$ cat config.mk
export PLATFORM = sky130hd
export DESIGN_NAME = ptq_top
export DESIGN_NICKNAME = d
export VERILOG_FILES = /design/src/logic/ptq_pkg.sv /design/src/logic/ptq_sync.sv /design/src/logic/ptq_top.sv
export SDC_FILE = /design/constraint.sdc
export NUM_CORES = 2
export LEC_CHECK = 0
export BUFFER_PORTS_ARGS = -buffer_cell sky130_fd_sc_hd__buf_2
export CAP_MARGIN = 25
export CORE_ASPECT_RATIO = 2
export CORE_MARGIN = 5
export CORE_UTILIZATION = 60
export CTS_BUF_LIST = sky130_fd_sc_hd__clkbuf_8
export DETAILED_ROUTE_END_ITERATION = 8
export PLACE_DENSITY = 0.77
export SLEW_MARGIN = 10
export SYNTH_ARGS = -nofsm -noshare
export SYNTH_HDL_FRONTEND = slang
export SYNTH_HIERARCHICAL = 1
export SYNTH_SLANG_ARGS = --single-unit
$ cat constraint.sdc
create_clock -name clk_i -period 12.7 [get_ports clk_i]
set_input_delay 1.905 -clock clk_i [delete_from_list [all_inputs] [get_ports clk_i]]
set_output_delay 1.905 -clock clk_i [all_outputs]
set_load 0.1 [all_outputs]
$ cat src/logic/ptq_pkg.sv
// Constants and types for the package trigger qualifier
// What this block does
// - Four modes selectable: photoeye, curtain, curtain plus photoeye, serial; serial mode never triggers.
// - Photoeye mode: presence from the photoeye only, no height use.
// - Curtain mode: presence and height both come from the curtain.
// - Combined mode: photoeye gives presence, curtain gives height for focus.
// - Package longer than the maximum length flags an error and counts it.
// - Trigger accepted only after staying active for the debounce travel.
// - Polarity setting makes the photoeye active low, else active high.
// - Photoeye to scan line distance is held and times the scan.
// - Photoeye mode ignores curtain settings; curtain mode ignores photoeye settings.
// - Signed mounting offset is added to curtain height for actual height.
// - Packages below the minimum height are not scanned.
// - Curtain to scan line distance is held and times curtain scans.
// - Belt travel is measured by counting tach pulses at set resolution.
package ptq_pkg;
    // Register byte offsets
    localparam logic [7:0] ADDR_CTRL = 8'h00;
    localparam logic [7:0] ADDR_RES = 8'h04;
    localparam logic [7:0] ADDR_DEBOUNCE = 8'h08;
    localparam logic [7:0] ADDR_MAX_LEN = 8'h0C;
    localparam logic [7:0] ADDR_PE_SCAN = 8'h10;
    localparam logic [7:0] ADDR_LC_SCAN = 8'h14;
    localparam logic [7:0] ADDR_LC_OFFSET = 8'h18;
    localparam logic [7:0] ADDR_MIN_HEIGHT = 8'h1C;
    localparam logic [7:0] ADDR_STATUS = 8'h20;
    localparam logic [7:0] ADDR_HEIGHT = 8'h24;
    localparam logic [7:0] ADDR_TOO_LONG_CNT = 8'h28;
    localparam logic [7:0] ADDR_IRQ_STATUS = 8'h2C;
    localparam logic [7:0] ADDR_IRQ_MASK = 8'h30;

    // Field positions
    localparam int CTRL_MODE_LSB = 0;
    localparam int CTRL_ACTIVE_LOW_BIT = 2;
    localparam int IRQ_ACCEPT_BIT = 0;
    localparam int IRQ_TOO_LONG_BIT = 1;
    localparam int IRQ_SCAN_BIT = 2;
    localparam int IRQ_SUPPRESS_BIT = 3;
    localparam int IRQ_W = 4;

    // Widths
    localparam int DIST_W = 16;
    localparam int RES_W = 11;
    localparam int THR_W = 32;
    localparam int HEIGHT_W = 16;
    localparam int CNT_W = 16;

    // Distances are hundredths of an inch, resolution is tenths of a PPI;
    // each tach pulse is worth this many (hundredth-inch x tenth-PPI) units
    localparam logic [THR_W-1:0] TRAVEL_STEP = 32'h0000_03E8;

    // Reset values
    localparam logic [1:0] RST_MODE = 2'h0;
    localparam logic [RES_W-1:0] RST_RES = 11'h064;
    localparam logic [DIST_W-1:0] RST_DEBOUNCE = 16'h0000;
    localparam logic [DIST_W-1:0] RST_MAX_LEN = 16'h1770;
    localparam logic [DIST_W-1:0] RST_PE_SCAN = 16'h0000;
    localparam logic [DIST_W-1:0] RST_LC_SCAN = 16'h0064;
    localparam logic [DIST_W-1:0] RST_LC_OFFSET = 16'h0000;
    localparam logic [DIST_W-1:0] RST_MIN_HEIGHT = 16'h0032;

    typedef enum logic [1:0] {
        MODE_PHOTOEYE,
        MODE_CURTAIN,
        MODE_BOTH,
        MODE_SERIAL
    } ptq_mode_e;

    typedef enum logic [1:0] {
        ST_IDLE,
        ST_DEBOUNCE,
        ST_PACKAGE
    } ptq_state_e;
endpackage

$ cat src/logic/ptq_sync.sv
// Two-stage synchroniser for a group of sensor pins
`timescale 1ns/1ps
module ptq_sync #(
    parameter int WIDTH = 1
) (
    // Clock and reset
    input wire logic clk_i,
    input wire logic rst_i,
    // Pins and synchronised copy
    input wire logic [WIDTH-1:0] pin_i,
    output logic [WIDTH-1:0] sync_o
);
    logic [WIDTH-1:0] meta_q;
    logic [WIDTH-1:0] sync_q;

    always_ff @(posedge clk_i or posedge rst_i) begin
        if (rst_i) begin
            meta_q <= '0;
            sync_q <= '0;
        end else begin
            meta_q <= pin_i;
            sync_q <= meta_q;
        end
    end

    assign sync_o = sync_q;
endmodule

$ cat src/logic/ptq_top.sv
// Package trigger qualifier: sensor qualify, debounce, length, scan timing
//
// Added by the designer: the register addresses and strobed register access.
`timescale 1ns/1ps
module ptq_top (
    // Clock and reset
    input wire logic clk_i,
    input wire logic rst_i,
    // Sensor pins
    input wire logic presence_sensor_i,
    input wire logic curtain_blocked_i,
    input wire logic [15:0] curtain_height_i,
    input wire logic tach_i,
    // Register port
    input wire logic [7:0] reg_addr_i,
    input wire logic [31:0] reg_wdata_i,
    input wire logic reg_we_i,
    input wire logic reg_re_i,
    output logic [31:0] reg_rdata_o,
    // Results
    output logic scan_trigger_o,
    output logic package_present_o,
    output logic too_long_o,
    output logic [15:0] package_height_o,
    output logic irq_o
);
    localparam int SYNC_W = ptq_pkg::HEIGHT_W + 3;

    ////////////////////////////////////////////////////////////////////////
    // Input synchronisation

    logic [SYNC_W-1:0] pins_s;
    logic pe_s;
    logic lc_s;
    logic tach_s;
    logic [ptq_pkg::HEIGHT_W-1:0] height_s;
    logic tach_prev_q;
    logic tach_pulse;

    ptq_sync #(
        .WIDTH(SYNC_W)
    ) u_sync (
        .clk_i(clk_i),
        .rst_i(rst_i),
        .pin_i({curtain_height_i, tach_i, curtain_blocked_i,
                presence_sensor_i}),
        .sync_o(pins_s)
    );

    assign pe_s = pins_s[0];
    assign lc_s = pins_s[1];
    assign tach_s = pins_s[2];
    assign height_s = pins_s[SYNC_W-1:3];
    assign tach_pulse = tach_s & ~tach_prev_q;

    ////////////////////////////////////////////////////////////////////////
    // Registers

    logic [1:0] mode_q, mode_d;
    logic active_low_q, active_low_d;
    logic [ptq_pkg::RES_W-1:0] res_q, res_d;
    logic [ptq_pkg::DIST_W-1:0] deb_q, deb_d;
    logic [ptq_pkg::DIST_W-1:0] max_len_q, max_len_d;
    logic [ptq_pkg::DIST_W-1:0] pe_scan_q, pe_scan_d;
    logic [ptq_pkg::DIST_W-1:0] lc_scan_q, lc_scan_d;
    logic [ptq_pkg::DIST_W-1:0] lc_off_q, lc_off_d;
    logic [ptq_pkg::DIST_W-1:0] min_h_q, min_h_d;
    logic [ptq_pkg::IRQ_W-1:0] irq_st_q, irq_st_d;
    logic [ptq_pkg::IRQ_W-1:0] irq_mask_q, irq_mask_d;
    logic [31:0] rdata_q, rdata_d;
    logic [ptq_pkg::IRQ_W-1:0] irq_events;
    logic [ptq_pkg::CNT_W-1:0] too_long_cnt_q;
    logic [ptq_pkg::HEIGHT_W-1:0] height_q;
    logic busy_q;
    logic scan_pend_q;

    always_comb begin
        mode_d = mode_q;
        active_low_d = active_low_q;
        res_d = res_q;
        deb_d = deb_q;
        max_len_d = max_len_q;
        pe_scan_d = pe_scan_q;
        lc_scan_d = lc_scan_q;
        lc_off_d = lc_off_q;
        min_h_d = min_h_q;
        irq_mask_d = irq_mask_q;
        // Hardware set wins over a write-one clear in the same cycle
        irq_st_d = irq_st_q | irq_events;
        rdata_d = '0;
        if (reg_we_i) begin
            unique case (reg_addr_i)
                ptq_pkg::ADDR_CTRL: begin
                    mode_d = reg_wdata_i[ptq_pkg::CTRL_MODE_LSB +: 2];
                    active_low_d = reg_wdata_i[ptq_pkg::CTRL_ACTIVE_LOW_BIT];
                end
                ptq_pkg::ADDR_RES: res_d = reg_wdata_i[ptq_pkg::RES_W-1:0];
                ptq_pkg::ADDR_DEBOUNCE:
                    deb_d = reg_wdata_i[ptq_pkg::DIST_W-1:0];
                ptq_pkg::ADDR_MAX_LEN:
                    max_len_d = reg_wdata_i[ptq_pkg::DIST_W-1:0];
                ptq_pkg::ADDR_PE_SCAN:
                    pe_scan_d = reg_wdata_i[ptq_pkg::DIST_W-1:0];
                ptq_pkg::ADDR_LC_SCAN:
                    lc_scan_d = reg_wdata_i[ptq_pkg::DIST_W-1:0];
                ptq_pkg::ADDR_LC_OFFSET:
                    lc_off_d = reg_wdata_i[ptq_pkg::DIST_W-1:0];
                ptq_pkg::ADDR_MIN_HEIGHT:
                    min_h_d = reg_wdata_i[ptq_pkg::DIST_W-1:0];
                ptq_pkg::ADDR_IRQ_STATUS:
                    irq_st_d = (irq_st_q & ~reg_wdata_i[ptq_pkg::IRQ_W-1:0])
                        | irq_events;
                ptq_pkg::ADDR_IRQ_MASK:
                    irq_mask_d = reg_wdata_i[ptq_pkg::IRQ_W-1:0];
                default: ;
            endcase
        end
        if (reg_re_i) begin
            unique case (reg_addr_i)
                ptq_pkg::ADDR_CTRL:
                    rdata_d = {29'h0, active_low_q, mode_q};
                ptq_pkg::ADDR_RES: rdata_d = {21'h0, res_q};
                ptq_pkg::ADDR_DEBOUNCE: rdata_d = {16'h0, deb_q};
                ptq_pkg::ADDR_MAX_LEN: rdata_d = {16'h0, max_len_q};
                ptq_pkg::ADDR_PE_SCAN: rdata_d = {16'h0, pe_scan_q};
                ptq_pkg::ADDR_LC_SCAN: rdata_d = {16'h0, lc_scan_q};
                ptq_pkg::ADDR_LC_OFFSET: rdata_d = {16'h0, lc_off_q};
                ptq_pkg::ADDR_MIN_HEIGHT: rdata_d = {16'h0, min_h_q};
                ptq_pkg::ADDR_STATUS:
                    rdata_d = {28'h0, scan_pend_q, too_long_o, busy_q,
                               package_present_o};
                ptq_pkg::ADDR_HEIGHT: rdata_d = {16'h0, height_q};
                ptq_pkg::ADDR_TOO_LONG_CNT: rdata_d = {16'h0, too_long_cnt_q};
                ptq_pkg::ADDR_IRQ_STATUS: rdata_d = {28'h0, irq_st_q};
                ptq_pkg::ADDR_IRQ_MASK: rdata_d = {28'h0, irq_mask_q};
                default: rdata_d = '0;
            endcase
        end
    end

    always_ff @(posedge clk_i or posedge rst_i) begin
        if (rst_i) begin
            mode_q <= ptq_pkg::RST_MODE;
            active_low_q <= 1'b0;
            res_q <= ptq_pkg::RST_RES;
            deb_q <= ptq_pkg::RST_DEBOUNCE;
            max_len_q <= ptq_pkg::RST_MAX_LEN;
            pe_scan_q <= ptq_pkg::RST_PE_SCAN;
            lc_scan_q <= ptq_pkg::RST_LC_SCAN;
            lc_off_q <= ptq_pkg::RST_LC_OFFSET;
            min_h_q <= ptq_pkg::RST_MIN_HEIGHT;
            irq_st_q <= '0;
            irq_mask_q <= '0;
            rdata_q <= '0;
        end else begin
            mode_q <= mode_d;
            active_low_q <= active_low_d;
            res_q <= res_d;
            deb_q <= deb_d;
            max_len_q <= max_len_d;
            pe_scan_q <= pe_scan_d;
            lc_scan_q <= lc_scan_d;
            lc_off_q <= lc_off_d;
            min_h_q <= min_h_d;
            irq_st_q <= irq_st_d;
            irq_mask_q <= irq_mask_d;
            rdata_q <= rdata_d;
        end
    end

    assign reg_rdata_o = rdata_q;
    assign irq_o = |(irq_st_q & irq_mask_q);

    ////////////////////////////////////////////////////////////////////////
    // Source selection, polarity and height correction

    ptq_pkg::ptq_mode_e mode;
    logic use_curtain_h;
    logic raw_active;
    logic signed [ptq_pkg::HEIGHT_W+1:0] height_sum;
    logic [ptq_pkg::HEIGHT_W-1:0] height_adj;
    logic [ptq_pkg::THR_W-1:0] deb_thr;
    logic [ptq_pkg::THR_W-1:0] len_thr;
    logic [ptq_pkg::THR_W-1:0] scan_thr;

    assign mode = ptq_pkg::ptq_mode_e'(mode_q);
    // curtain settings only in curtain modes
    assign use_curtain_h = (mode == ptq_pkg::MODE_CURTAIN) ||
        (mode == ptq_pkg::MODE_BOTH);

    always_comb begin
        unique case (mode)
            ptq_pkg::MODE_PHOTOEYE: raw_active = pe_s ^ active_low_q;
            ptq_pkg::MODE_CURTAIN: raw_active = lc_s;
            ptq_pkg::MODE_BOTH: raw_active = pe_s ^ active_low_q;
            default: raw_active = 1'b0;
        endcase
    end

    // signed offset added, clamped at zero
    assign height_sum = $signed({2'b00, height_s}) +
        $signed({{2{lc_off_q[ptq_pkg::DIST_W-1]}}, lc_off_q});
    assign height_adj = height_sum[ptq_pkg::HEIGHT_W+1] ? '0 :
        (height_sum[ptq_pkg::HEIGHT_W] ? '1 :
         height_sum[ptq_pkg::HEIGHT_W-1:0]);

    assign deb_thr = ptq_pkg::THR_W'(deb_q * res_q);
    assign len_thr = ptq_pkg::THR_W'(max_len_q * res_q);
    assign scan_thr = (mode == ptq_pkg::MODE_CURTAIN) ?
        ptq_pkg::THR_W'(lc_scan_q * res_q) :
        ptq_pkg::THR_W'(pe_scan_q * res_q);

    ////////////////////////////////////////////////////////////////////////
    // Trigger qualification, length and scan timing

    ptq_pkg::ptq_state_e state_q, state_d;
    logic [ptq_pkg::THR_W-1:0] travel_q, travel_d;
    logic [ptq_pkg::THR_W-1:0] scan_cnt_q, scan_cnt_d;
    logic [ptq_pkg::THR_W-1:0] step;
    logic scan_pend_d;
    logic too_long_q, too_long_d;
    logic [ptq_pkg::CNT_W-1:0] too_long_cnt_d;
    logic [ptq_pkg::HEIGHT_W-1:0] height_d;
    logic scan_q, scan_d;
    logic ev_accept, ev_too_long, ev_suppress;

    // one tach pulse is one step of travel
    assign step = tach_pulse ? ptq_pkg::TRAVEL_STEP : '0;

    always_comb begin
        state_d = state_q;
        travel_d = travel_q;
        scan_cnt_d = scan_cnt_q;
        scan_pend_d = scan_pend_q;
        too_long_d = too_long_q;
        too_long_cnt_d = too_long_cnt_q;
        height_d = height_q;
        scan_d = 1'b0;
        ev_accept = 1'b0;
        ev_too_long = 1'b0;
        ev_suppress = 1'b0;
        unique case (state_q)
            ptq_pkg::ST_IDLE: begin
                travel_d = '0;
                if (raw_active) begin
                    state_d = ptq_pkg::ST_DEBOUNCE;
                end
            end
            ptq_pkg::ST_DEBOUNCE: begin
                if (!raw_active) begin
                    state_d = ptq_pkg::ST_IDLE;
                end else if (travel_q >= deb_thr) begin
                    state_d = ptq_pkg::ST_PACKAGE;
                    ev_accept = 1'b1;
                    too_long_d = 1'b0;
                    height_d = '0;
                    scan_pend_d = 1'b1;
                    scan_cnt_d = '0;
                end else begin
                    travel_d = travel_q + step;
                end
            end
            ptq_pkg::ST_PACKAGE: begin
                travel_d = travel_q + step;
                if (use_curtain_h && height_adj > height_q) begin
                    height_d = height_adj;
                end
                if (!too_long_q && travel_q > len_thr) begin
                    too_long_d = 1'b1;
                    ev_too_long = 1'b1;
                    too_long_cnt_d = too_long_cnt_q + 1'b1;
                end
                if (!raw_active) begin
                    state_d = ptq_pkg::ST_IDLE;
                end
            end
            default: state_d = ptq_pkg::ST_IDLE;
        endcase
        if (scan_pend_q && !ev_accept) begin
            if (scan_cnt_q >= scan_thr) begin
                scan_pend_d = 1'b0;
                if (use_curtain_h && height_d < min_h_q) begin
                    ev_suppress = 1'b1;
                end else begin
                    scan_d = 1'b1;
                end
            end else begin
                scan_cnt_d = scan_cnt_q + step;
            end
        end
    end

    always_ff @(posedge clk_i or posedge rst_i) begin
        if (rst_i) begin
            state_q <= ptq_pkg::ST_IDLE;
            travel_q <= '0;
            scan_cnt_q <= '0;
            scan_pend_q <= 1'b0;
            too_long_q <= 1'b0;
            too_long_cnt_q <= '0;
            height_q <= '0;
            scan_q <= 1'b0;
            tach_prev_q <= 1'b0;
        end else begin
            state_q <= state_d;
            travel_q <= travel_d;
            scan_cnt_q <= scan_cnt_d;
            scan_pend_q <= scan_pend_d;
            too_long_q <= too_long_d;
            too_long_cnt_q <= too_long_cnt_d;
            height_q <= height_d;
            scan_q <= scan_d;
            tach_prev_q <= tach_s;
        end
    end

    assign busy_q = (state_q != ptq_pkg::ST_IDLE);
    assign package_present_o = (state_q == ptq_pkg::ST_PACKAGE);
    assign too_long_o = too_long_q;
    assign package_height_o = height_q;
    assign scan_trigger_o = scan_q;
    assign irq_events = {ev_suppress, scan_d, ev_too_long, ev_accept};
endmodule

==> summary.txt <==
Final layout
  – Layout cells sized above 1: 0.08901
  – NumNets Final: 4958
  – Fillers: 5182
  – Final Cell Area: a little under 0.04 mm2
  – P&R area growth vs syn: 4.821%

Timing
  – Final Hold Viols: 0
  – RSZ-0062 raised after global routing: false
  – Skew final: around 0.043 ns
  – Fin. max-slew vios: 0
  – Max Freq: between 0.09 and 0.1 GHz
  – Slew headroom: 0.2564
  – Tmin final: roughly 11 ns
  – Slew @ Worst Pin: ~1.1 ns
  – Endpoints failing setup: 0
  – Setup TNS: 0 ns
  – Crit share post-route: 0.8708

Clock tree
  – CTS Root Cell: clkbuf_8
  – Hold buffers post-CTS: 0
  – Clock slew at reported path FFs: 0.07 ns
  – Skew-Pair Late Insertion Delay: between 0.6 and 0.7 ns
  – H-tree depth: 2
  – CTS Buffer Depth: 3
  – Post-CTS Repair Setup Buffers: 0
  – TritonCTS Buffers: 44
  – CTS sink count: 271
  – TritonCTS clock tree: built
  – Post-CTS sizing: 0

Route
  – DRC viols: 0
  – Starting DRC count in detailed routing: ~1800
  – TritonRoute pass-1 iters: 6
  – Via density: 6.138
  – Post-route ant nets: 0
  – Routed WL: ~100000 um
  – Vias after detailed routing: between 20000 and 30000
  – DR WL/cell: 21.81 um

GRT
  – Met2 Resource Use GR: 0.5642
  – Global-route wire length before repair: 168600 um
  – Vias in the first global route: 31850
  – Met3 Track Usage GR: 0.04139
  – GR Util All Layers: 0.3129
  – Pin count of the biggest net entering global routing: around 110
  – Met1 Track Usage GR: 0.3203
  – Remaining global-route overflow: 0
  – Initial antenna violation count: 6
  – GR peak layer: met2

Logic synthesis
  – Post-Syn Area: around 0.037 mm2
  – Netlist cell types: 84
  – Cell count after synthesis: approximately 4000
  – Mapped Avg Cell Area: ~9.3 um2
  – Ys Warns: 6
  – Largest cells by area after synthesis: fa_1 27%, dfrtp_1 17%, ha_1 14%
  – Ys async rst share: 1.000
  – Top FF cell, synth: dfrtp_1
  – Area leader, netlist: fa_1
  – EDFF count, synth: 0
  – Seq/Total Area, Yosys: 0.1815
  – Seq cells post-synth: 271
  – Yosys top cell area share: 0.2677

Setup path
  – Crit path required time: about 13 ns
  – Worst-path maximum fanout: between 40 and 50
  – CP max-delay cell: dfstp_2
  – Slowest cell delay on critical path: between 1 and 1.5 ns
  – Critical path arrival: around 12 ns
  – Crit. End Element: flip-flop
  – CP top delay family: compound AO/OA/AOI/OAI gates
  – Crit path kind: flip-flop to flip-flop
  – CP Buf/Inv Count: 3
  – Startpoint types: flip-flop
  – Worst path most repeated cell: fa_1

Placed design
  – Final GP Congestion: a little under 1
  – IO buf count: slightly above 80
  – Placed inst area: around 0.038 mm2
  – DP HPWL: just over 80000 um

Die
  – DIE AREA: between 0.06 and 0.07 mm2
  – Die Y: about 360 um
  – Chip width: 186.7 um
  – Starting Density: 0.6046
  – IO Count: approximately 120
  – Rows: around 130
  – Core footprint: about 0.062 mm2

Pwr
  – PwrDens: 69.02 mW/mm2
  – Seq pwr share: 0.389
  – Clk pwr share: 0.305
  – Sw frac: 0.3991
  – Power Total: about 2.7 mW
  – Static Leak: a little under 20 nW
  – Net switching power: around 1.1 mW
  – Internal power: roughly 1.6 mW
  – Peak supply drop: ~0.083 mV
  – Combinational share of power: 0.306

Status
  – Status: finished, final reports clean

Run
  – Max_cap viols: 0

Min path
  – Hold crit path type: flip-flop to flip-flop
## placed cells by master, fill, tap and decap left out, drive strengths merged, types with 13 or more instances in the layout
cell,Yosys,routed
a21oi,142,142
nand2b,15,15
dfrtp,255,255
a221oi,22,22
clkinv,1,13
buf,34,118
dfstp,16,16
a211oi,20,20
mux2i,16,16
nand3,50,50
nor2,135,135
mux2,117,117
and2,279,279
o31ai,22,22
o21a,36,36
fa,501,501
or3,19,19
o41ai,19,19
a22oi,23,23
a21o,69,69
o21bai,18,18
nand2,546,546
and3,13,13
ha,406,406
nor2b,28,28
xor2,69,69
nor3,28,28
clkbuf,180,50
o21ai,88,88
nand4,28,28
conb,1,16
a31oi,30,30
a22o,27,27
xnor2,61,61
inv,585,598
## logic make-up (layout without fill, tap and decap cells)
family          Yosys count  in the layout  share of synthesized area
buf+inv                 800            784                    0.08281
mux                     133            133                    0.03943
xor+xnor                130            130                    0.03038
compound gates          587            587                     0.1075
fa+ha+maj               907            907                     0.4032
other cells               1             22                  0.0001001
simple gates           1194           1194                     0.1551
flops                   271            271                     0.1815
## sequential cells by signal (all words and copies together), names as in the netlist, 2 cells and up
register and cells:
state_q 2, deb_q 16, too_long_cnt_q 16, irq_mask_q 4
travel_q 29, lc_scan_q 16, u_sync/sync_o 19, pe_scan_q 16
res_q 11, min_h_q 16, scan_cnt_q 32, irq_st_q 4
max_len_q 16, mode 2, package_height_o 16, reg_rdata_o 16
lc_off_q 16, u_sync/meta_q 19
## layer usage
metal / up-vias / share of wire
met1: 14760 / 0.33
li1: 13000 / -
met2: 1258 / 0.51
met3: 524 / 0.058
met4: 4 / 0.10
met5: - / 0.00025
## path summary, 6_finish.rpt
kind	start	endpoint	slack (ns)	depth (start not counted)
worst max-delay path	res_q[5]$_DFFE_PP1P_	irq_st_q[2]$_DFF_PP0_	1.64	35
worst min-delay path	u_sync/meta_q[9]$_DFF_PP0_	u_sync/sync_o[9]$_DFF_PP0_	0.35	0
worst max register to register	res_q[5]$_DFFE_PP1P_	irq_st_q[2]$_DFF_PP0_	1.64	35
worst min register to register	u_sync/meta_q[9]$_DFF_PP0_	u_sync/sync_o[9]$_DFF_PP0_	0.35	0
max in group asynchronous	rst_i	travel_q[6]$_DFFE_PP0P_	9.93	3
min in group asynchronous	rst_i	tach_prev_q$_DFF_PP0_	1.42	2
## synth_stat cells (18+ instances only)
cell,number
a221oi_1,22
and2_1,279
a22oi_1,23
buf_4,19
dfrtp_1,255
ha_1,406
a31oi_1,30
xnor2_1,61
a22o_1,27
fa_1,501
nand2_1,546
xor2_1,69
o21bai_1,18
or3_1,19
a21oi_1,142
o31ai_1,21
o21ai_0,85
o21a_1,36
clkbuf_1,180
a21o_1,69
nor3_1,26
inv_1,585
nand4_1,26
nand3_1,49
mux2_2,117
nor2_1,134
nor2b_1,28
## layout make-up
type                    instances  area [um2]  area share
inverters                     586        2207     0.05619
multi-input cells            2967       27630      0.7033
well taps                     786       983.4     0.02504
clock buffers                  50       688.2     0.01752
diodes                          6       15.01   0.0003823
clock inverters                30       246.5    0.006275
flip-flops and latches        271        6812      0.1734
repair buffers                118       700.7     0.01784
## through the flow
step | util | hold WS [ns] | worst slack (ns) | std cells
after floorplan | - | 0.3312 | 3.345 | 4038
after global placement | 0.6177 | 0.3341 | 1.916 | 4725
final | 0.6337 | 0.3454 | 1.641 | 4814
after detailed placement | 0.6177 | 0.3347 | 1.790 | 4725
after CTS | 0.6328 | 0.3453 | 1.783 | 4805
after global routing | 0.6335 | 0.3509 | 1.110 | 4809
## power by group through the flow
stage / clock (mW) / sequential, mW / combinational, mW
after CTS: 0.842 / 1.05 / 0.821
after global routing: 0.875 / 1.06 / 0.901
after floorplan: 0 / 1.00 / 0.607
final: 0.827 / 1.05 / 0.830
after detailed placement: 0 / 1.06 / 0.818
after global placement: 0 / 1.06 / 0.803
(Power assumes the default switching activity.)
